==> src/shared/epi_pkg.sv <==
/*
  Package of the external parallel interface sequencer: register map,
  field layout, reset values, state encoding and timing figures.
  Assumes a 32-bit AXI4-Lite register bus and a 10 MHz system clock.
*/
`default_nettype none
package epi_pkg;
  localparam int unsigned ADDR_W = 19;
  localparam int unsigned DATA_W = 16;
  localparam int unsigned CNT_W = 4;
  localparam int unsigned AXI_AW = 8;
  // Register byte offsets
  localparam logic [AXI_AW-1:0] OFS_TIMING = 8'h00;
  localparam logic [AXI_AW-1:0] OFS_ADDR = 8'h04;
  localparam logic [AXI_AW-1:0] OFS_WDATA = 8'h08;
  localparam logic [AXI_AW-1:0] OFS_CMD = 8'h0C;
  localparam logic [AXI_AW-1:0] OFS_STATUS = 8'h10;
  localparam logic [AXI_AW-1:0] OFS_RDATA = 8'h14;
  // Timing register fields
  localparam int unsigned F_RD_LEAD = 0;
  localparam int unsigned F_RD_ACT = 4;
  localparam int unsigned F_RD_TRAIL = 8;
  localparam int unsigned F_WR_LEAD = 12;
  localparam int unsigned F_WR_ACT = 16;
  localparam int unsigned F_WR_TRAIL = 20;
  localparam int unsigned F_RDY_EN = 24;
  localparam int unsigned F_RDY_STYLE = 25;
  localparam int unsigned F_DOUBLING = 26;
  localparam int unsigned TIMING_W = 27;
  localparam logic [31:0] TIMING_RST = 32'h00111111;
  // Command and status bits
  localparam int unsigned F_CMD_WRITE = 0;
  localparam int unsigned F_ST_BUSY = 0;
  localparam int unsigned F_ST_DONE = 1;
  // AXI responses
  localparam logic [1:0] RESP_OKAY = 2'h0;
  localparam logic [1:0] RESP_SLVERR = 2'h2;
  typedef enum logic [2:0] {
    EPI_IDLE,
    EPI_ALIGN,
    EPI_LEAD,
    EPI_ACTIVE,
    EPI_WAIT,
    EPI_TRAIL
  } epi_state_t;
endpackage : epi_pkg
`default_nettype wire

==> src/hdl/epi_sync2.sv <==
/*
  Two-flop synchroniser for one level from outside the clock domain.
  Assumes the input may change at any time relative to clk_i.
*/
`default_nettype none
module epi_sync2 (
  input wire logic clk_i,
  input wire logic rst_i,
  input wire logic ce_i,
  input wire logic d_i,
  output logic q_o
);
  logic meta_ff;
  logic sync_ff;
  logic nxt_meta;
  logic nxt_sync;

  always_comb begin
    nxt_meta = ce_i ? d_i : meta_ff;
    nxt_sync = ce_i ? meta_ff : sync_ff;
  end

  always_ff @(posedge clk_i) begin
    if (rst_i) begin
      meta_ff <= 1'b0;
      sync_ff <= 1'b0;
    end else begin
      meta_ff <= nxt_meta;
      sync_ff <= nxt_sync;
    end
  end

  assign q_o = sync_ff;
endmodule : epi_sync2
`default_nettype wire

==> src/hdl/epi_seq.sv <==
/*
  External parallel interface sequencer: AXI4-Lite register slave and the
  lead/active/trail state machine driving zone select, strobes, direction,
  address and a three-signal data bus. One clock is one timing-clock cycle.
  Assumes the external ready pin is asynchronous to mclk_i.
*/
// Notes on behaviour
// - Each access lead starts on a rising bus clock edge, else one alignment cycle.
// - Alignment cycles hold every strobe and control inactive.
// - With ready sampling off, external ready is ignored entirely.
// - Address bus keeps the last driven address while inactive.
// - Synchronous ready first sampled lead plus active cycles after start.
// - Ready found high ends the wait and the access completes.
// - Ready low is sampled again each cycle; partner holds it low.
// - Write data drive starts no earlier than write strobe assertion.
// - Write data held through trail; released when direction returns high.
// - Periods counted in timing clocks; bus clock same or half rate (with doubling off, bus_clock_out_o is held high).
// - Select, direction at start; strobe on at active, off at trail; select off at end.
// - Half-rate bus clock: even count rising edge, odd count falling.
`default_nettype none
module epi_seq
  import epi_pkg::*;
(
  input wire logic mclk_i,
  input wire logic sys_rst_i,
  input wire logic ce_i,
  input wire logic [AXI_AW-1:0] s_axi_awaddr,
  input wire logic s_axi_awvalid,
  output logic s_axi_awready,
  input wire logic [31:0] s_axi_wdata,
  input wire logic [3:0] s_axi_wstrb,
  input wire logic s_axi_wvalid,
  output logic s_axi_wready,
  output logic [1:0] s_axi_bresp,
  output logic s_axi_bvalid,
  input wire logic s_axi_bready,
  input wire logic [AXI_AW-1:0] s_axi_araddr,
  input wire logic s_axi_arvalid,
  output logic s_axi_arready,
  output logic [31:0] s_axi_rdata,
  output logic [1:0] s_axi_rresp,
  output logic s_axi_rvalid,
  input wire logic s_axi_rready,
  input wire logic external_ready_in_i,
  output logic bus_clock_out_o,
  output logic zone_select_n_o,
  output logic read_strobe_n_o,
  output logic write_strobe_n_o,
  output logic direction_signal_o,
  output logic [ADDR_W-1:0] ext_address_bus_o,
  input wire logic [DATA_W-1:0] ext_data_bus_i,
  output logic [DATA_W-1:0] ext_data_bus_o,
  output logic ext_data_bus_oe_o
);
  logic [TIMING_W-1:0] timing_ff, nxt_timing;
  logic [ADDR_W-1:0] addr_reg_ff, nxt_addr_reg;
  logic [DATA_W-1:0] wdata_reg_ff, nxt_wdata_reg;
  logic [DATA_W-1:0] rdata_ff, nxt_rdata;
  logic done_ff, nxt_done;
  logic start_ff, nxt_start;
  logic is_wr_ff, nxt_is_wr;
  logic aw_ff, nxt_aw, w_ff, nxt_w, bv_ff, nxt_bv, ar_ff, nxt_ar, rv_ff, nxt_rv;
  logic [AXI_AW-1:0] awa_ff, nxt_awa;
  logic [31:0] wd_ff, nxt_wd, rd_ff, nxt_rd;
  logic [1:0] bresp_ff, nxt_bresp, rresp_ff, nxt_rresp;
  epi_state_t st_ff, nxt_st;
  logic [CNT_W-1:0] cnt_ff, nxt_cnt;
  logic [7:0] elapsed_ff, nxt_elapsed;
  logic phase_ff, nxt_phase;
  logic bclk_ff, nxt_bclk;
  logic zcs_ff, nxt_zcs, rd_n_ff, nxt_rd_n, we_n_ff, nxt_we_n, dir_ff, nxt_dir;
  logic [ADDR_W-1:0] xa_ff, nxt_xa;
  logic [DATA_W-1:0] xd_ff, nxt_xd;
  logic oe_ff, nxt_oe;
  logic rdy_sync;
  logic busy;
  logic [CNT_W-1:0] lead, act, trail;

  epi_sync2 u_rdy_sync (
    .clk_i(mclk_i),
    .rst_i(sys_rst_i),
    .ce_i(ce_i),
    .d_i(external_ready_in_i),
    .q_o(rdy_sync)
  );

  assign busy = (st_ff != EPI_IDLE) || start_ff;
  assign lead = is_wr_ff ? timing_ff[F_WR_LEAD +: CNT_W] : timing_ff[F_RD_LEAD +: CNT_W];
  assign act = is_wr_ff ? timing_ff[F_WR_ACT +: CNT_W] : timing_ff[F_RD_ACT +: CNT_W];
  assign trail = is_wr_ff ? timing_ff[F_WR_TRAIL +: CNT_W] : timing_ff[F_RD_TRAIL +: CNT_W];

  // AXI4-Lite slave
  always_comb begin
    logic do_wr;
    do_wr = 1'b0;
    nxt_aw = aw_ff;
    nxt_awa = awa_ff;
    nxt_w = w_ff;
    nxt_wd = wd_ff;
    nxt_bv = bv_ff;
    nxt_bresp = bresp_ff;
    nxt_ar = ar_ff;
    nxt_rv = rv_ff;
    nxt_rd = rd_ff;
    nxt_rresp = rresp_ff;
    nxt_timing = timing_ff;
    nxt_addr_reg = addr_reg_ff;
    nxt_wdata_reg = wdata_reg_ff;
    nxt_start = start_ff;
    nxt_is_wr = is_wr_ff;
    nxt_done = done_ff;
    if (s_axi_awvalid && !aw_ff && !bv_ff) begin
      nxt_aw = 1'b1;
      nxt_awa = s_axi_awaddr;
    end
    if (s_axi_wvalid && !w_ff && !bv_ff) begin
      nxt_w = 1'b1;
      nxt_wd = s_axi_wdata;
    end
    if (aw_ff && w_ff && !bv_ff) begin
      do_wr = 1'b1;
      nxt_aw = 1'b0;
      nxt_w = 1'b0;
      nxt_bv = 1'b1;
      nxt_bresp = RESP_OKAY;
      unique case (awa_ff)
        OFS_TIMING: nxt_timing = wd_ff[TIMING_W-1:0];
        OFS_ADDR: nxt_addr_reg = wd_ff[ADDR_W-1:0];
        OFS_WDATA: nxt_wdata_reg = wd_ff[DATA_W-1:0];
        OFS_CMD: begin
          if (!busy) begin
            nxt_start = 1'b1;
            nxt_is_wr = wd_ff[F_CMD_WRITE];
            nxt_done = 1'b0;
          end
        end
        OFS_STATUS, OFS_RDATA: ;
        default: nxt_bresp = RESP_SLVERR;
      endcase
    end else if (bv_ff && s_axi_bready) begin
      nxt_bv = 1'b0;
    end
    if (s_axi_arvalid && !ar_ff && !rv_ff) begin
      nxt_ar = 1'b1;
      nxt_rv = 1'b1;
      nxt_rresp = RESP_OKAY;
      unique case (s_axi_araddr)
        OFS_TIMING: nxt_rd = 32'(timing_ff);
        OFS_ADDR: nxt_rd = 32'(addr_reg_ff);
        OFS_WDATA: nxt_rd = 32'(wdata_reg_ff);
        OFS_CMD: nxt_rd = 32'(is_wr_ff);
        OFS_STATUS: nxt_rd = 32'({done_ff, busy});
        OFS_RDATA: nxt_rd = 32'(rdata_ff);
        default: begin
          nxt_rd = 32'h00000000;
          nxt_rresp = RESP_SLVERR;
        end
      endcase
    end else begin
      nxt_ar = 1'b0;
      if (rv_ff && s_axi_rready) nxt_rv = 1'b0;
    end
    if (st_ff != EPI_IDLE) nxt_start = 1'b0;
    // Completion sets done over any same-cycle clear
    if (st_ff == EPI_TRAIL && nxt_st == EPI_IDLE) nxt_done = 1'b1;
    if (do_wr && awa_ff == OFS_CMD && busy) nxt_bresp = RESP_SLVERR;
  end

  // Access sequencer
  always_comb begin
    logic doubling;
    logic wait_rdy;
    doubling = timing_ff[F_DOUBLING];
    nxt_st = st_ff;
    nxt_cnt = cnt_ff;
    nxt_elapsed = elapsed_ff;
    nxt_rdata = rdata_ff;
    nxt_zcs = zcs_ff;
    nxt_rd_n = rd_n_ff;
    nxt_we_n = we_n_ff;
    nxt_dir = dir_ff;
    nxt_xa = xa_ff;
    nxt_xd = xd_ff;
    nxt_oe = oe_ff;
    // half-rate bus clock toggles on each timing clock
    nxt_phase = doubling ? ~phase_ff : 1'b0;
    nxt_bclk = doubling ? ~phase_ff : 1'b1;
    // ready only consulted when sampling enabled
    wait_rdy = timing_ff[F_RDY_EN] && !rdy_sync;
    unique case (st_ff)
      EPI_IDLE: begin
        if (start_ff) begin
          // start on rising bus clock edge, else align
          if (doubling && phase_ff) begin
            nxt_st = EPI_ALIGN;
          end else begin
            nxt_st = EPI_LEAD;
            nxt_cnt = lead;
            nxt_elapsed = 8'h00;
            // select and direction at access start
            nxt_zcs = 1'b0;
            nxt_dir = !is_wr_ff;
            nxt_xa = addr_reg_ff;
          end
        end
      end
      EPI_ALIGN: begin
        nxt_st = EPI_LEAD;
        nxt_cnt = lead;
        nxt_elapsed = 8'h00;
        nxt_zcs = 1'b0;
        nxt_dir = !is_wr_ff;
        nxt_xa = addr_reg_ff;
      end
      EPI_LEAD: begin
        nxt_elapsed = elapsed_ff + 8'h01;
        if (cnt_ff <= CNT_W'(1)) begin
          nxt_st = EPI_ACTIVE;
          nxt_cnt = act;
          // strobe at active start; parity follows elapsed count
          nxt_rd_n = is_wr_ff;
          nxt_we_n = !is_wr_ff;
          // data driven with the write strobe
          nxt_oe = is_wr_ff;
          nxt_xd = wdata_reg_ff;
        end else begin
          nxt_cnt = cnt_ff - CNT_W'(1);
        end
      end
      EPI_ACTIVE, EPI_WAIT: begin
        nxt_elapsed = elapsed_ff + 8'h01;
        if (st_ff == EPI_ACTIVE && cnt_ff > CNT_W'(1)) begin
          nxt_cnt = cnt_ff - CNT_W'(1);
        // first sample at lead plus active, then every cycle; strobe held
        end else if (wait_rdy) begin
          nxt_st = EPI_WAIT;
        end else begin
          // ready high ends the wait; capture read data
          if (!is_wr_ff) nxt_rdata = ext_data_bus_i;
          nxt_rd_n = 1'b1;
          nxt_we_n = 1'b1;
          nxt_st = EPI_TRAIL;
          nxt_cnt = trail;
        end
      end
      EPI_TRAIL: begin
        nxt_elapsed = elapsed_ff + 8'h01;
        if (cnt_ff <= CNT_W'(1)) begin
          nxt_st = EPI_IDLE;
          nxt_zcs = 1'b1;
          nxt_dir = 1'b1;
          // data held through trail, released with direction
          nxt_oe = 1'b0;
        end else begin
          nxt_cnt = cnt_ff - CNT_W'(1);
        end
      end
      default: nxt_st = EPI_IDLE;
    endcase
  end

  always_ff @(posedge mclk_i) begin
    if (sys_rst_i) begin
      timing_ff <= TIMING_RST[TIMING_W-1:0];
      addr_reg_ff <= '0;
      wdata_reg_ff <= '0;
      rdata_ff <= '0;
      done_ff <= 1'b0;
      start_ff <= 1'b0;
      is_wr_ff <= 1'b0;
      aw_ff <= 1'b0;
      awa_ff <= '0;
      w_ff <= 1'b0;
      wd_ff <= 32'h00000000;
      bv_ff <= 1'b0;
      bresp_ff <= RESP_OKAY;
      ar_ff <= 1'b0;
      rv_ff <= 1'b0;
      rd_ff <= 32'h00000000;
      rresp_ff <= RESP_OKAY;
      st_ff <= EPI_IDLE;
      cnt_ff <= '0;
      elapsed_ff <= 8'h00;
      phase_ff <= 1'b0;
      bclk_ff <= 1'b1;
      zcs_ff <= 1'b1;
      rd_n_ff <= 1'b1;
      we_n_ff <= 1'b1;
      dir_ff <= 1'b1;
      xa_ff <= '0;
      xd_ff <= '0;
      oe_ff <= 1'b0;
    end else if (ce_i) begin
      timing_ff <= nxt_timing;
      addr_reg_ff <= nxt_addr_reg;
      wdata_reg_ff <= nxt_wdata_reg;
      rdata_ff <= nxt_rdata;
      done_ff <= nxt_done;
      start_ff <= nxt_start;
      is_wr_ff <= nxt_is_wr;
      aw_ff <= nxt_aw;
      awa_ff <= nxt_awa;
      w_ff <= nxt_w;
      wd_ff <= nxt_wd;
      bv_ff <= nxt_bv;
      bresp_ff <= nxt_bresp;
      ar_ff <= nxt_ar;
      rv_ff <= nxt_rv;
      rd_ff <= nxt_rd;
      rresp_ff <= nxt_rresp;
      st_ff <= nxt_st;
      cnt_ff <= nxt_cnt;
      elapsed_ff <= nxt_elapsed;
      phase_ff <= nxt_phase;
      bclk_ff <= nxt_bclk;
      zcs_ff <= nxt_zcs;
      rd_n_ff <= nxt_rd_n;
      we_n_ff <= nxt_we_n;
      dir_ff <= nxt_dir;
      xa_ff <= nxt_xa;
      xd_ff <= nxt_xd;
      oe_ff <= nxt_oe;
    end
  end

  assign s_axi_awready = aw_ff;
  assign s_axi_wready = w_ff;
  assign s_axi_bvalid = bv_ff;
  assign s_axi_bresp = bresp_ff;
  assign s_axi_arready = ar_ff;
  assign s_axi_rvalid = rv_ff;
  assign s_axi_rdata = rd_ff;
  assign s_axi_rresp = rresp_ff;
  assign bus_clock_out_o = bclk_ff;
  assign zone_select_n_o = zcs_ff;
  assign read_strobe_n_o = rd_n_ff;
  assign write_strobe_n_o = we_n_ff;
  assign direction_signal_o = dir_ff;
  assign ext_address_bus_o = xa_ff;
  assign ext_data_bus_o = xd_ff;
  assign ext_data_bus_oe_o = oe_ff;

  align_idle_a: assert property (@(posedge mclk_i) disable iff (sys_rst_i)
    st_ff == EPI_ALIGN |-> zcs_ff && rd_n_ff && we_n_ff && dir_ff)
    else $error("control active in alignment");
  addr_hold_a: assert property (@(posedge mclk_i) disable iff (sys_rst_i)
    ce_i && zcs_ff && $past(zcs_ff) |-> $stable(ext_address_bus_o))
    else $error("address changed while idle");
  // data drive starts only with write strobe
  wr_drive_a: assert property (@(posedge mclk_i) disable iff (sys_rst_i)
    $rose(oe_ff) |-> !we_n_ff)
    else $error("data driven before write strobe");
  wr_release_a: assert property (@(posedge mclk_i) disable iff (sys_rst_i)
    oe_ff |-> !dir_ff)
    else $error("data driven with direction high");
  wait_strobe_a: assert property (@(posedge mclk_i) disable iff (sys_rst_i)
    st_ff == EPI_WAIT |-> !(rd_n_ff && we_n_ff))
    else $error("strobe dropped during wait");
  no_wait_a: assert property (@(posedge mclk_i) disable iff (sys_rst_i)
    !timing_ff[F_RDY_EN] && st_ff == EPI_ACTIVE |=> st_ff != EPI_WAIT)
    else $error("wait without ready sampling");
  rdy_exit_a: assert property (@(posedge mclk_i) disable iff (sys_rst_i)
    ce_i && st_ff == EPI_WAIT && rdy_sync |=> st_ff == EPI_TRAIL)
    else $error("ready high did not end wait");
  strobe_in_sel_a: assert property (@(posedge mclk_i) disable iff (sys_rst_i)
    !(rd_n_ff && we_n_ff) |-> !zcs_ff)
    else $error("strobe outside zone select");
  // strobe edge parity at half rate
  strobe_phase_a: assert property (@(posedge mclk_i) disable iff (sys_rst_i)
    timing_ff[F_DOUBLING] && st_ff == EPI_ACTIVE && $past(st_ff) == EPI_LEAD
      |-> bclk_ff == !elapsed_ff[0])
    else $error("strobe edge off bus clock phase");
  rd_cov: cover property (@(posedge mclk_i) $rose(rd_n_ff));
  wr_cov: cover property (@(posedge mclk_i) $rose(we_n_ff));
  wait_cov: cover property (@(posedge mclk_i) st_ff == EPI_WAIT);
  align_cov: cover property (@(posedge mclk_i) st_ff == EPI_ALIGN);
endmodule : epi_seq
`default_nettype wire

==> config.mk <==
export PLATFORM = sky130hd
export DESIGN_NAME = epi_seq
export DESIGN_NICKNAME = d
export VERILOG_FILES = /design/src/shared/epi_pkg.sv /design/src/hdl/epi_sync2.sv /design/src/hdl/epi_seq.sv
export SDC_FILE = /design/constraint.sdc
export NUM_CORES = 1
export LEC_CHECK = 0
export BUFFER_PORTS_ARGS = -buffer_cell sky130_fd_sc_hd__buf_2
export CAP_MARGIN = 20
export CORE_UTILIZATION = 50
export CTS_BUF_LIST = sky130_fd_sc_hd__clkbuf_8
export CTS_CLUSTER_DIAMETER = 80
export DETAILED_ROUTE_END_ITERATION = 10
export PLACE_DENSITY = 0.77
export REMOVE_ABC_BUFFERS = 1
export SLEW_MARGIN = 20
export SYNTH_ARGS = -nofsm -noshare
export SYNTH_HDL_FRONTEND = slang
export SYNTH_SLANG_ARGS = --single-unit
==> constraint.sdc <==
create_clock -name mclk_i -period 1.96 [get_ports mclk_i]
set_input_delay 0.392 -clock mclk_i [delete_from_list [all_inputs] [get_ports mclk_i]]
set_output_delay 0.392 -clock mclk_i [all_outputs]
set_load 0.005 [all_outputs]
=== Yosys cells after proc, flatten, opt, wreduce, memory -nomap -nowiden ===
Index checks and enable logic that the tools add are counted.

* Bits in registers: 208
* Bits of input ports: 77

* Add/subtract/negate cells: 1
* Magnitude comparators: 2
* Equal/unequal tests: 25
* Mux-type cells: 60
* Bitwise logic cells: 5
* Reductions and logical operators: 67

{| class="wikitable"
|+ Operator list
! kind !! count
|-
| 27-bit case mux with 6 select lines || 1
|-
| 19-bit 2-to-1 mux || 2
|-
| 19-bit case mux with 2 select lines || 1
|-
| 4-bit 2-to-1 mux || 9
|-
| 8-bit by 4-bit == test with 1-bit output, second input constant || 4
|-
| 8-bit by 5-bit == test with 1-bit output, second input constant || 4
|-
| 1-bit 2-to-1 mux || 31
|-
| 2-bit nonzero test || 12
|-
| 4-bit case mux with 5 select lines || 1
|-
| 4-bit AND reduction || 5
|-
| 8-bit by 3-bit == test with 1-bit output, second input constant || 2
|-
| 1-bit logical AND || 16
|-
| 8-bit zero test || 2
|-
| 2-bit AND reduction || 8
|-
| 3-bit case mux with 5 select lines || 1
|-
| 5-bit AND reduction || 3
|-
| 3-bit 2-to-1 mux || 4
|-
| 2-bit != test, second input constant || 6
|-
| 3-bit AND reduction || 4
|-
| 6-bit OR reduction || 2
|-
| 2-bit 2-to-1 mux || 5
|-
| 1-bit zero test || 7
|-
| 3-bit by 2-bit == test with 1-bit output, second input constant || 2
|-
| 3-bit == test, second input constant || 2
|-
| 15 further kinds || 26
|}

=== Logic depth before layout (Yosys ltp) ===
Gate-level depths: netlist (run 1).

* Depth after elaboration: 9
* Gate-level depth with buffers: 10
* Depth with buffers taken out: 7

=== Hierarchy ===
Synthesis (run 1) repeated with hierarchy kept, for this count alone.

* Cell total of the unflattened synthesis: 921
* Area total of the unflattened synthesis: 8289.2 sq um

{| class="wikitable"
|+ By module, submodules not included
! module !! instances !! cells each !! area an instance (sq um)
|-
| epi_seq || 1 || 915 || 8221.6
|-
| epi_sync2 || 1 || 6 || 67.6
|}

=== Worst setup path before layout (run 1) ===
Ideal clock, no wire load.

* Kind: reg-to-reg
* Start: register cnt_ff[0]
* End: register cnt_ff[0]
* Arrival time: 1.981 ns
* Path slack: -0.138 ns
* Stages on the path, launching flop included: 9
* Buffers on the path: 1
* Period minus slack after synthesis: 2.098 ns
* Cells stage by stage: dfxtp_1 -> inv_1 -> ha_1 -> or2_2 -> clkbuf_1 -> and3_1 -> a221oi_2 -> nor3_1 -> a31o_2

* Cells in the longest elaborated chain, start to end: 4

{| class="wikitable"
|+ Ends and longest elaborated chain
! what !! RTL line !! RTL
|-
| start: declaration || epi_seq.sv:67 || <nowiki>logic [CNT_W-1:0] cnt_ff, nxt_cnt;</nowiki>
|-
| start signal: assignment || epi_seq.sv:312 || <nowiki>cnt_ff <= nxt_cnt;</nowiki>
|-
| 4-bit by 1-bit greater-than comparator with 1-bit output || epi_seq.sv:232 || <nowiki>if (st_ff == EPI_ACTIVE && cnt_ff > CNT_W'(1)) begin</nowiki>
|-
| 1-bit logical AND || epi_seq.sv:232 ||
|-
| 3-bit != test (no line) or 4-bit 2-to-1 mux (tied branches) || -- ||
|-
| 6-bit AND reduction (no line) or 4-bit case mux with 5 select lines (tied branches) || -- ||
|}

Parallel ways exist; a longest one is shown, timed or not. The select of a mux whose other input is x is not followed.
A chain may end at the register's enable or synchronous reset.

=== Worst setup path after layout (run 1) ===
* Start: register awa_ff[4]
* End: register timing_ff[12]

* Cells in the longest elaborated chain, start to end: 2

{| class="wikitable"
|+ Ends and longest elaborated chain
! what !! RTL line !! RTL
|-
| start: declaration || epi_seq.sv:63 || <nowiki>logic [AXI_AW-1:0] awa_ff, nxt_awa;</nowiki>
|-
| start signal: assignment || epi_seq.sv:302 || <nowiki>awa_ff <= nxt_awa;</nowiki>
|-
| 8-bit zero test || epi_seq.sv:126 || <nowiki>unique case (awa_ff)</nowiki>
|-
| 3-bit AND reduction (no line) || -- ||
|-
| end signal: assignment || epi_seq.sv:264 || <nowiki>timing_ff <= TIMING_RST[TIMING_W-1:0];</nowiki>
|-
| end signal: assignment || epi_seq.sv:294 || <nowiki>timing_ff <= nxt_timing;</nowiki>
|-
| end: declaration || epi_seq.sv:55 || <nowiki>logic [TIMING_W-1:0] timing_ff, nxt_timing;</nowiki>
|}

Every way passes these cells.

==> flow_metrics.env, run 1 <==
export IMPL_synth_seq_cells=201
export IMPL_syn_area_sq_um=8390
export IMPL_vias_per_cell=5.42
export IMPL_cts_tree="yes"
export IMPL_ys_seq_area_share_pct=47.9
export IMPL_diodes=0
export IMPL_grtUsageTotal_pct=25.9
export IMPL_critPathRequiredTime_ns=2.41
export IMPL_io_buffers=142
export IMPL_synth_area_leaders="dfxtp_1, mux2i_1, nand2_1, nor2_1, a21oi_1"
export IMPL_dpl_cell_count=1303
export IMPL_crit_arrival_ns=2.47
export IMPL_cts_root_buf="clkbuf_8"
export IMPL_synth_top_area_share_pct=47.9
export IMPL_ys_warn_count=0
export IMPL_fp_dieW_um=132
export IMPL_io_pins=159
export IMPL_worstSetupPathType="reg -> reg"
export IMPL_cts_num_sinks=201
export IMPL_postRouteAntennaNets=0
export IMPL_rsz0062_at_grt="yes"
export IMPL_wl_met3_um=1440
export IMPL_coreArea_sq_um=16100
export IMPL_slew_viol_final=0
export IMPL_worstMarginPinSlew_ns=0.726
export IMPL_min_path_type="in -> reg"
export IMPL_clk_latency_ns=0.58
export IMPL_synth_area_leader_cell="dfxtp_1"
export IMPL_status="complete, but fails checks"
export IMPL_setup_tns_ns=-0.530
export IMPL_grt_overflow_total=0
export IMPL_multi_input_area_sq_um=4070
export IMPL_clk_pin_slew_ns=0.07
export IMPL_p_leak_nw=4.44
export IMPL_cp_max_fo=7
export IMPL_first_iter_violations=489
export IMPL_rows=46
export IMPL_synth_edf_count=0
export IMPL_irDropWorstVdd_mv=0.556
export IMPL_drive_above_1_share_pct=26.3
export IMPL_n_fill_cell=1342
export IMPL_syn_inst=943
export IMPL_grt_antenna_before_repair=0
export IMPL_synthDistinctLibCells=62
export IMPL_htree_num_levels=1
export IMPL_finalHoldViolCount=0
export IMPL_start_util_pct=52.1
export IMPL_violations="setup timing"
export IMPL_die_h_um=132
export IMPL_dp_hpwl_um=15300
export IMPL_dr_wl_met2_um=11000
export IMPL_register_area_sq_um=4030
export IMPL_final_net_count=1209
export IMPL_period_needed_ns=2.02
export IMPL_worst_clock_skew_ns=0.0216
export IMPL_setup_viol=24
export IMPL_area_delta_synth_final_pct=25.9
export IMPL_clock_fmax_ghz=0.494
export IMPL_p_per_area_nw_per_um2=793
export IMPL_wl_um=23200
export IMPL_reg2reg_slack_ns=-0.06
export IMPL_p_total_w=0.00837
export IMPL_stdcell_count=1367
export IMPL_maxCapViolCount=0
export IMPL_gp_congestion=0.900
export IMPL_dr_pass1_iters=5
export IMPL_relSlewSlack_pct=51.5
export IMPL_postPlaceCellArea_sq_um=9710
export IMPL_grt_pass1_vias=7003
export IMPL_grt_pass1_wl_um=36400
export IMPL_wl_met1_um=10100
export IMPL_avgSynthCellArea_sq_um=8.90
export IMPL_grt_max_degree=62
export IMPL_cts_made_buffers=31
export IMPL_final_area_sq_um=10600
export IMPL_period_share_pct=103
export IMPL_synthArstFlopShare_pct=0
export IMPL_synth_ff_type="dfxtp_1"
export IMPL_via_count=7403
export IMPL_avgRoutedWirePerCell_um=17.0
export IMPL_start_kind="register"
export IMPL_highest_layer="met4"
export IMPL_utilization_pct=65.5
export IMPL_clockBufferDepth=3
export IMPL_drc=0
export IMPL_dieArea_sq_um=17300
export IMPL_end_kind="register"
export IMPL_fin_ws_ns=-0.0635
## metrics by stage
step	hold WS, ns	setup WS (ns)
floorplan	0.425	-2.11
global placement	0.434	-0.183
detailed placement	0.439	-0.246
CTS	0.0414	-0.0659
global route	0.0359	-0.135
finish	0.0546	-0.0635
## registers in the layout, summed over array words and instances (netlist names), 3 cells and up
signal and flops:
addr_reg_ff 19, awa_ff 8, cnt_ff 4, ext_address_bus_o 19, ext_data_bus_o 16, rdata_ff 16
s_axi_rdata 27, st_ff 3, timing_ff 27, wd_ff 27, wdata_reg_ff 16
## cells by family (layout without fill, tap and decap cells)
logic type	Yosys count	in the layout	synth area share, %
AOI/OAI and AO/OA	183	183	13.5
xor gates and xnor gates	2	2	0.209
adders and majority gates	2	2	0.298
buffers and inverters	83	285	5.05
DFF	201	201	47.9
muxes	124	124	15.0
other	1	7	0.0447
and+or+nand+nor	347	347	17.9
## final cells by class
type,count,area share [%]
Multi-Input combinational cell,665,38.5
Clock inverter,15,0.616
Inverter,9,0.367
Clock buffer,39,5.08
Tap cell,216,2.56
Timing Repair Buffer,222,14.7
Sequential cell,201,38.2
## power breakdown
part	switching, W	leakage [nW]	internal [W]
clock	0.00160	0.349	0.00177
sequential	0.0000556	1.63	0.00415
combinational	0.000455	2.47	0.000340
## synth_stat cells (all sizes together), types with 4 or more instances
cell type,n
nor2,127
nand2b,9
nor2b,8
nor3,9
or2,4
o21ai,41
nand2,156
a31oi,6
or3,6
a21oi,70
mux2,7
nand3,4
buf,27
a22oi,27
mux2i,116
a211o,7
clkbuf,47
nand3b,4
inv,9
nand4,4
dfxtp,201
nor4,4
## layer usage
layer | GRT usage, % | vias to the layer above
met4 | 9.24 | 0
met2 | 42.2 | 253
met1 | 34.9 | 3488
met3 | 3.74 | 48
met5 | 0 | -
li1 | - | 3614
## cells in the final DEF (no fill, tap or decap), types with 4 or more instances in the layout
cell,count
clkbuf_8,39
mux2i_1,116
a31oi_1,5
buf_4,60
nand2b_1,9
o21ai_0,40
nor2b_1,8
dfxtp_1,198
nand4_1,4
inv_1,17
mux2_2,7
buf_2,141
a22oi_1,27
clkinv_2,4
a211o_1,7
or3_1,5
a21oi_1,70
nand2_1,156
nand3_1,4
nor3_1,6
nand3b_1,4
buf_12,12
buf_6,5
conb_1,7
nor2_1,124
## path summary, 6_finish.rpt
path	cells after the start	from	end
max	6	awa_ff[4]	timing_ff[12]
min reg2reg	2	s_axi_rdata[12]	s_axi_rdata[12]
min	3	s_axi_wdata[10]	wd_ff[10]
max reg2reg	6	awa_ff[4]	timing_ff[12]
## what timing repair did
action / 4_1_cts / 5_1_grt
buffers inserted: 1 / 5
gates resized for setup: 4 / 24
hold buffers: 0 / 0
setup endpoints to repair: 23 / 78
pin swaps: 1 / 6
gates cloned: 0 / 4
## worst max-delay path: stages, from the launching register on
cell and delay [ns]:
dfxtp_2 0.32, or3b_4 0.39, or3_4 0.41, nor3_4 0.16, buf_6 0.17, and2b_1 0.18, a211o_1 0.25
(Power assumes the default switching activity.)
==> run 2: changes to the inputs <==
- CELL_PAD_IN_SITES_DETAIL_PLACEMENT: unset -> 1
- CELL_PAD_IN_SITES_GLOBAL_PLACEMENT: unset -> 1
- CORE_UTILIZATION: 50 -> 39
- PLACE_DENSITY: 0.77 -> 0.79
- REMOVE_ABC_BUFFERS: 1 -> unset
==> flow_metrics.env, run 2 (synthesized netlist as in run 1, its figures left out) <==
export IMPL_pwr_share_seq_pct=47.7
export IMPL_first_iter_violations=396
export IMPL_gp_congestion=0.824
export IMPL_setup_viol=70
export IMPL_worstSetupPathType="reg -> reg"
export IMPL_worstMarginPinSlew_ns=0.727
export IMPL_avgRoutedWirePerCell_um=19.3
export IMPL_final_cell_mix="dfxtp_1, nand2_1, buf_2, nor2_1, mux2i_1"
export IMPL_p_per_area_nw_per_um2=823
export IMPL_p_sw_w=0.00229
export IMPL_end_kind="register"
export IMPL_final_net_count=1212
export IMPL_dieArea_sq_um=22100
export IMPL_r2r_end="addr_reg_ff[7]"
export IMPL_die_h_um=149
export IMPL_intPower_w=0.00658
export IMPL_period_share_pct=107
export IMPL_irDropWorstVdd_mv=0.397
export IMPL_grt_max_degree=122
export IMPL_r2r_cells=7
export IMPL_diodes=0
export IMPL_register_area_sq_um=4030
export IMPL_clk_latency_ns=0.53
export IMPL_grt_overflow_total=0
export IMPL_grt_pass1_vias=7475
export IMPL_setup_tns_ns=-2.53
export IMPL_cts_tree="yes"
export IMPL_drive_above_1_share_pct=27.0
export IMPL_multi_input_area_sq_um=4130
export IMPL_crit_arrival_ns=2.49
export IMPL_io_pins=159
export IMPL_combinationalPowerShare_pct=9.0
export IMPL_cts_made_buffers=37
export IMPL_maxCapViolCount=0
export IMPL_dr_pass1_iters=4
export IMPL_dpl_cell_count=1357
export IMPL_n_fill_cell=2502
export IMPL_rows=53
export IMPL_via_count=7565
export IMPL_clock_fmax_ghz=0.478
export IMPL_grtUsageTotal_pct=23.2
export IMPL_grt_pass1_wl_um=40200
export IMPL_start_kind="register"
export IMPL_reg2reg_slack_ns=-0.13
export IMPL_fp_dieW_um=149
export IMPL_cts_root_buf="clkbuf_8"
export IMPL_cp_max_fo=5
export IMPL_period_needed_ns=2.09
export IMPL_dp_hpwl_um=18300
export IMPL_cts_num_sinks=201
export IMPL_violations="setup timing"
export IMPL_wl_um=27600
export IMPL_worst_clock_skew_ns=0.0312
export IMPL_min_path_type="in -> reg"
export IMPL_cp_endpoint="addr_reg_ff[7]"
export IMPL_critPathRequiredTime_ns=2.35
export IMPL_postRouteAntennaNets=0
export IMPL_drc=0
export IMPL_swShare_pct=25.8
export IMPL_grt_antenna_before_repair=0
export IMPL_p_clk_share_pct=43.3
export IMPL_p_leak_nw=4.49
export IMPL_rr_startpoint="awa_ff[0]"
export IMPL_finalHoldViolCount=0
export IMPL_vias_per_cell=5.29
export IMPL_hold_buffers=0
export IMPL_io_buffers=142
export IMPL_clockBufferDepth=3
export IMPL_clk_pin_slew_ns=0.06
export IMPL_relSlewSlack_pct=51.5
export IMPL_area_delta_synth_final_pct=28.4
export IMPL_rsz0062_at_grt="yes"
export IMPL_coreArea_sq_um=21100
export IMPL_status="complete, but fails checks"
export IMPL_slew_viol_final=0
export IMPL_htree_num_levels=2
export IMPL_critPathLaunch="awa_ff[0]"
export IMPL_stdcell_count=1431
export IMPL_start_util_pct=39.8
export IMPL_fin_ws_ns=-0.132
export IMPL_mostFrequentLayoutCell="dfxtp_1"
run 2: changes by cell type in the layout (fill, tap and decap cells not counted), moves of 3 or more:
cell	before	now
mux2i_1	116	112
buf_4	60	55
clkbuf_8	39	42
mux2i_2	0	3
run 2: how the worst min path moves through the flow:
stage                 startpoint              to  slack (ns)  depth (start not counted)
2_1_floorplan          awa_ff[5]       awa_ff[5]        0.43                          2
3_3_place_gp      s_axi_rdata[8]  s_axi_rdata[8]        0.44                          2
3_5_place_dp      s_axi_rdata[6]  s_axi_rdata[6]        0.44                          2
4_1_cts          s_axi_wdata[11]       wd_ff[11]        0.08                          3
5_1_grt        ext_data_bus_i[6]     rdata_ff[6]         0.1                          3
6_report       ext_data_bus_i[9]     rdata_ff[9]        0.10                          3
run 2: per-stage QoR:
step	setup slack (ns)	util, %	hold slack, ns	instance area (sq um)	power (W)
3_3_place_gp	-0.175	46.1	0.437	9720	0.00500
3_5_place_dp	-0.246	46.1	0.442	9720	0.00503
4_1_cts	-0.0702	49.6	0.0773	10500	0.00887
2_1_floorplan	-0.0751	-	0.431	8450	0.00470
5_1_grt	-0.171	51.1	0.0995	10800	0.00918
6_report	-0.132	51.1	0.102	10800	0.00886
run 2: what timing repair did:
action	in CTS	in global routing
pin swaps	1	10
setup endpoints to repair	60	82
buffers inserted	2	6
gates cloned	0	5
resized for setup	7	38
run 2: area by class of cell:
type / count / share of cell area, %
well taps: 275 / 3.19
clock inverters: 20 / 1.08
flip-flops and latches: 201 / 37.4
repair buffers: 219 / 14.3
clock buffers: 42 / 5.37
multi-input cells: 665 / 38.3
inverters: 9 / 0.360
run 2: power groups by stage:
stage / logic [W] / registers, W / clock network [W]
after CTS: 0.000737 / 0.00422 / 0.00391
after global placement: 0.000706 / 0.00430 / 0
after detailed placement: 0.000723 / 0.00430 / 0
after floorplan: 0.000428 / 0.00428 / 0
final: 0.000799 / 0.00422 / 0.00384
after global routing: 0.000860 / 0.00423 / 0.00409
run 2: worst max-delay path: stages, from the launching register on:
cell	delay (ns)
dfxtp_2	0.32
or3_4	0.40
or3_4	0.41
nor3_4	0.17
buf_12	0.16
clkbuf_16	0.17
mux2i_1	0.25
nor2_1	0.07
run 2: layer usage:
layer,track usage [%],wire (um),up-vias,share of wire (%)
met1,31.5,12300,3667,45
met5,0,0,-,0
met2,37.1,13100,211,47
met4,8.66,800,0,2.9
li1,-,-,3622,-
met3,3.56,1360,65,4.9
==> run 3: changes to the inputs <==
- PLACE_DENSITY: 0.79 -> unset
- PLACE_DENSITY_LB_ADDON: unset -> 0.12
==> flow_metrics.env, run 3 (synthesized netlist as in run 1, its figures left out) <==
export IMPL_worst_clock_skew_ns=0.0149
export IMPL_stdcell_count=1438
export IMPL_rsz0062_at_grt="yes"
export IMPL_area_delta_synth_final_pct=30.4
export IMPL_fp_dieW_um=149
export IMPL_p_per_area_nw_per_um2=832
export IMPL_fin_ws_ns=-0.135
export IMPL_period_needed_ns=2.10
export IMPL_dp_hpwl_um=18300
export IMPL_end_kind="register"
export IMPL_postRouteAntennaNets=0
export IMPL_slew_viol_final=0
export IMPL_htree_num_levels=2
export IMPL_grt_antenna_before_repair=0
export IMPL_mostFrequentLayoutCell="dfxtp_1"
export IMPL_io_buffers=142
export IMPL_dpl_cell_count=1357
export IMPL_rows=53
export IMPL_drc=0
export IMPL_grtUsageTotal_pct=23.1
export IMPL_cts_num_sinks=201
export IMPL_crit_chain="or3_4, or3_4, nor3_4, buf_12, buf_12, and2b_1, a211o_1"
export IMPL_clockBufferDepth=3
export IMPL_status="complete, but fails checks"
export IMPL_dieArea_sq_um=22100
export IMPL_final_net_count=1214
export IMPL_wl_um=26300
export IMPL_crit_arrival_ns=2.50
export IMPL_maxCapViolCount=0
export IMPL_clk_latency_ns=0.53
export IMPL_worstMarginPinSlew_ns=0.750
export IMPL_grt_pass1_wl_um=39700
export IMPL_via_count=7410
export IMPL_io_pins=159
export IMPL_cts_made_buffers=36
export IMPL_grt_overflow_total=0
export IMPL_drive_above_1_share_pct=27.6
export IMPL_cp_max_fo=6
export IMPL_p_leak_nw=4.55
export IMPL_period_share_pct=107
export IMPL_worstSetupPathType="reg -> reg"
export IMPL_relSlewSlack_pct=49.9
export IMPL_grt_max_degree=120
export IMPL_start_util_pct=39.8
export IMPL_critPathRequiredTime_ns=2.37
export IMPL_violations="setup timing"
export IMPL_dr_pass1_iters=4
export IMPL_min_path_type="in -> reg"
export IMPL_die_h_um=149
export IMPL_clk_pin_slew_ns=0.07
export IMPL_cts_tree="yes"
export IMPL_final_cell_mix="dfxtp_1, nand2_1, buf_2, nor2_1, mux2i_1"
export IMPL_start_kind="register"
export IMPL_avgRoutedWirePerCell_um=18.3
export IMPL_clock_fmax_ghz=0.477
export IMPL_worst_path_largest_cell_delay_ns=0.40
export IMPL_finalHoldViolCount=0
export IMPL_gp_congestion=0.866
export IMPL_coreArea_sq_um=21100
export IMPL_irDropWorstVdd_mv=0.547
export IMPL_grt_pass1_vias=7227
export IMPL_n_fill_cell=2522
export IMPL_setup_viol=60
export IMPL_cts_root_buf="clkbuf_8"
export IMPL_hold_ws_ns=0.0939
export IMPL_slowest_stage="or3_4"
export IMPL_first_iter_violations=380
export IMPL_diodes=0
export IMPL_vias_per_cell=5.15
==> run 3: cell types whose count changed in the layout (fill, tap and decap cells not counted), moves of 3 or more <==
| cell | delta |
|---|---|
| mux2i_2 | +4 |
| buf_12 | +3 |
| clkbuf_8 | +6 |
| mux2i_1 | -4 |
| dfxtp_2 | -3 |
==> run 3: per-stage QoR <==
step	setup slack, ns	instance area [sq um]	power, W	utilization (%)	TNS (ns)
floorplan	-0.0751	8450	0.00470	-	-1.80
global placement	-0.247	9760	0.00501	46.3	-15.70
detailed placement	-0.262	9760	0.00502	46.3	-18.63
CTS	-0.102	10700	0.00916	50.5	-3.20
global route	-0.186	10900	0.00946	51.9	-7.64
finish	-0.135	10900	0.00911	51.9	-3.21
==> run 3: path summary, 6_finish.rpt <==
| check | from | to | slack [ns] | cells past startpoint |
|---|---|---|---|---|
| max | awa_ff[1] | timing_ff[12] | -0.14 | 7 |
| max reg2reg | awa_ff[1] | timing_ff[12] | -0.14 | 7 |
| min reg2reg | s_axi_rdata[8] | s_axi_rdata[8] | 0.45 | 2 |
| min | s_axi_awaddr[6] | awa_ff[6] | 0.09 | 3 |
==> run 3: power by group <==
group          switching (W)  internal (W)
clock                0.00179       0.00234
combinational       0.000436      0.000332
sequential         0.0000688       0.00415
==> run 3: final cells by class <==
cell class | count | area, sq um | area share (%)
Clock buffer | 48 | 661 | 6.04
Multi-Input combinational cell | 665 | 4120 | 37.7
Clock inverter | 18 | 116 | 1.06
Sequential cell | 201 | 4030 | 36.8
Inverter | 9 | 38.8 | 0.354
Timing Repair Buffer | 222 | 1630 | 14.9
Tap cell | 275 | 344 | 3.14
==> run 3: repair_timing <==
item | in CTS | in global routing
endpoints found under the setup margin | 55 | 84
setup buffers | 5 | 3
resized for setup | 10 | 37
pin swaps | 1 | 6
hold buffers | 0 | 0
cloned | 1 | 6
==> run 3: routing by layer <==
metal	track usage (%)	wire length [um]	up-vias
met5	0	0	-
met4	6.08	436	0
met2	35.0	11500	172
li1	-	-	3630
met3	3.96	1220	36
met1	33.6	13100	3572
==> run 3: critical path: cells and delay by family, from the launching register on <==
family          cells  cell delay, ns
flops               1            0.31
compound gates      1            0.27
buf+inv             2            0.27
simple gates        4            1.12
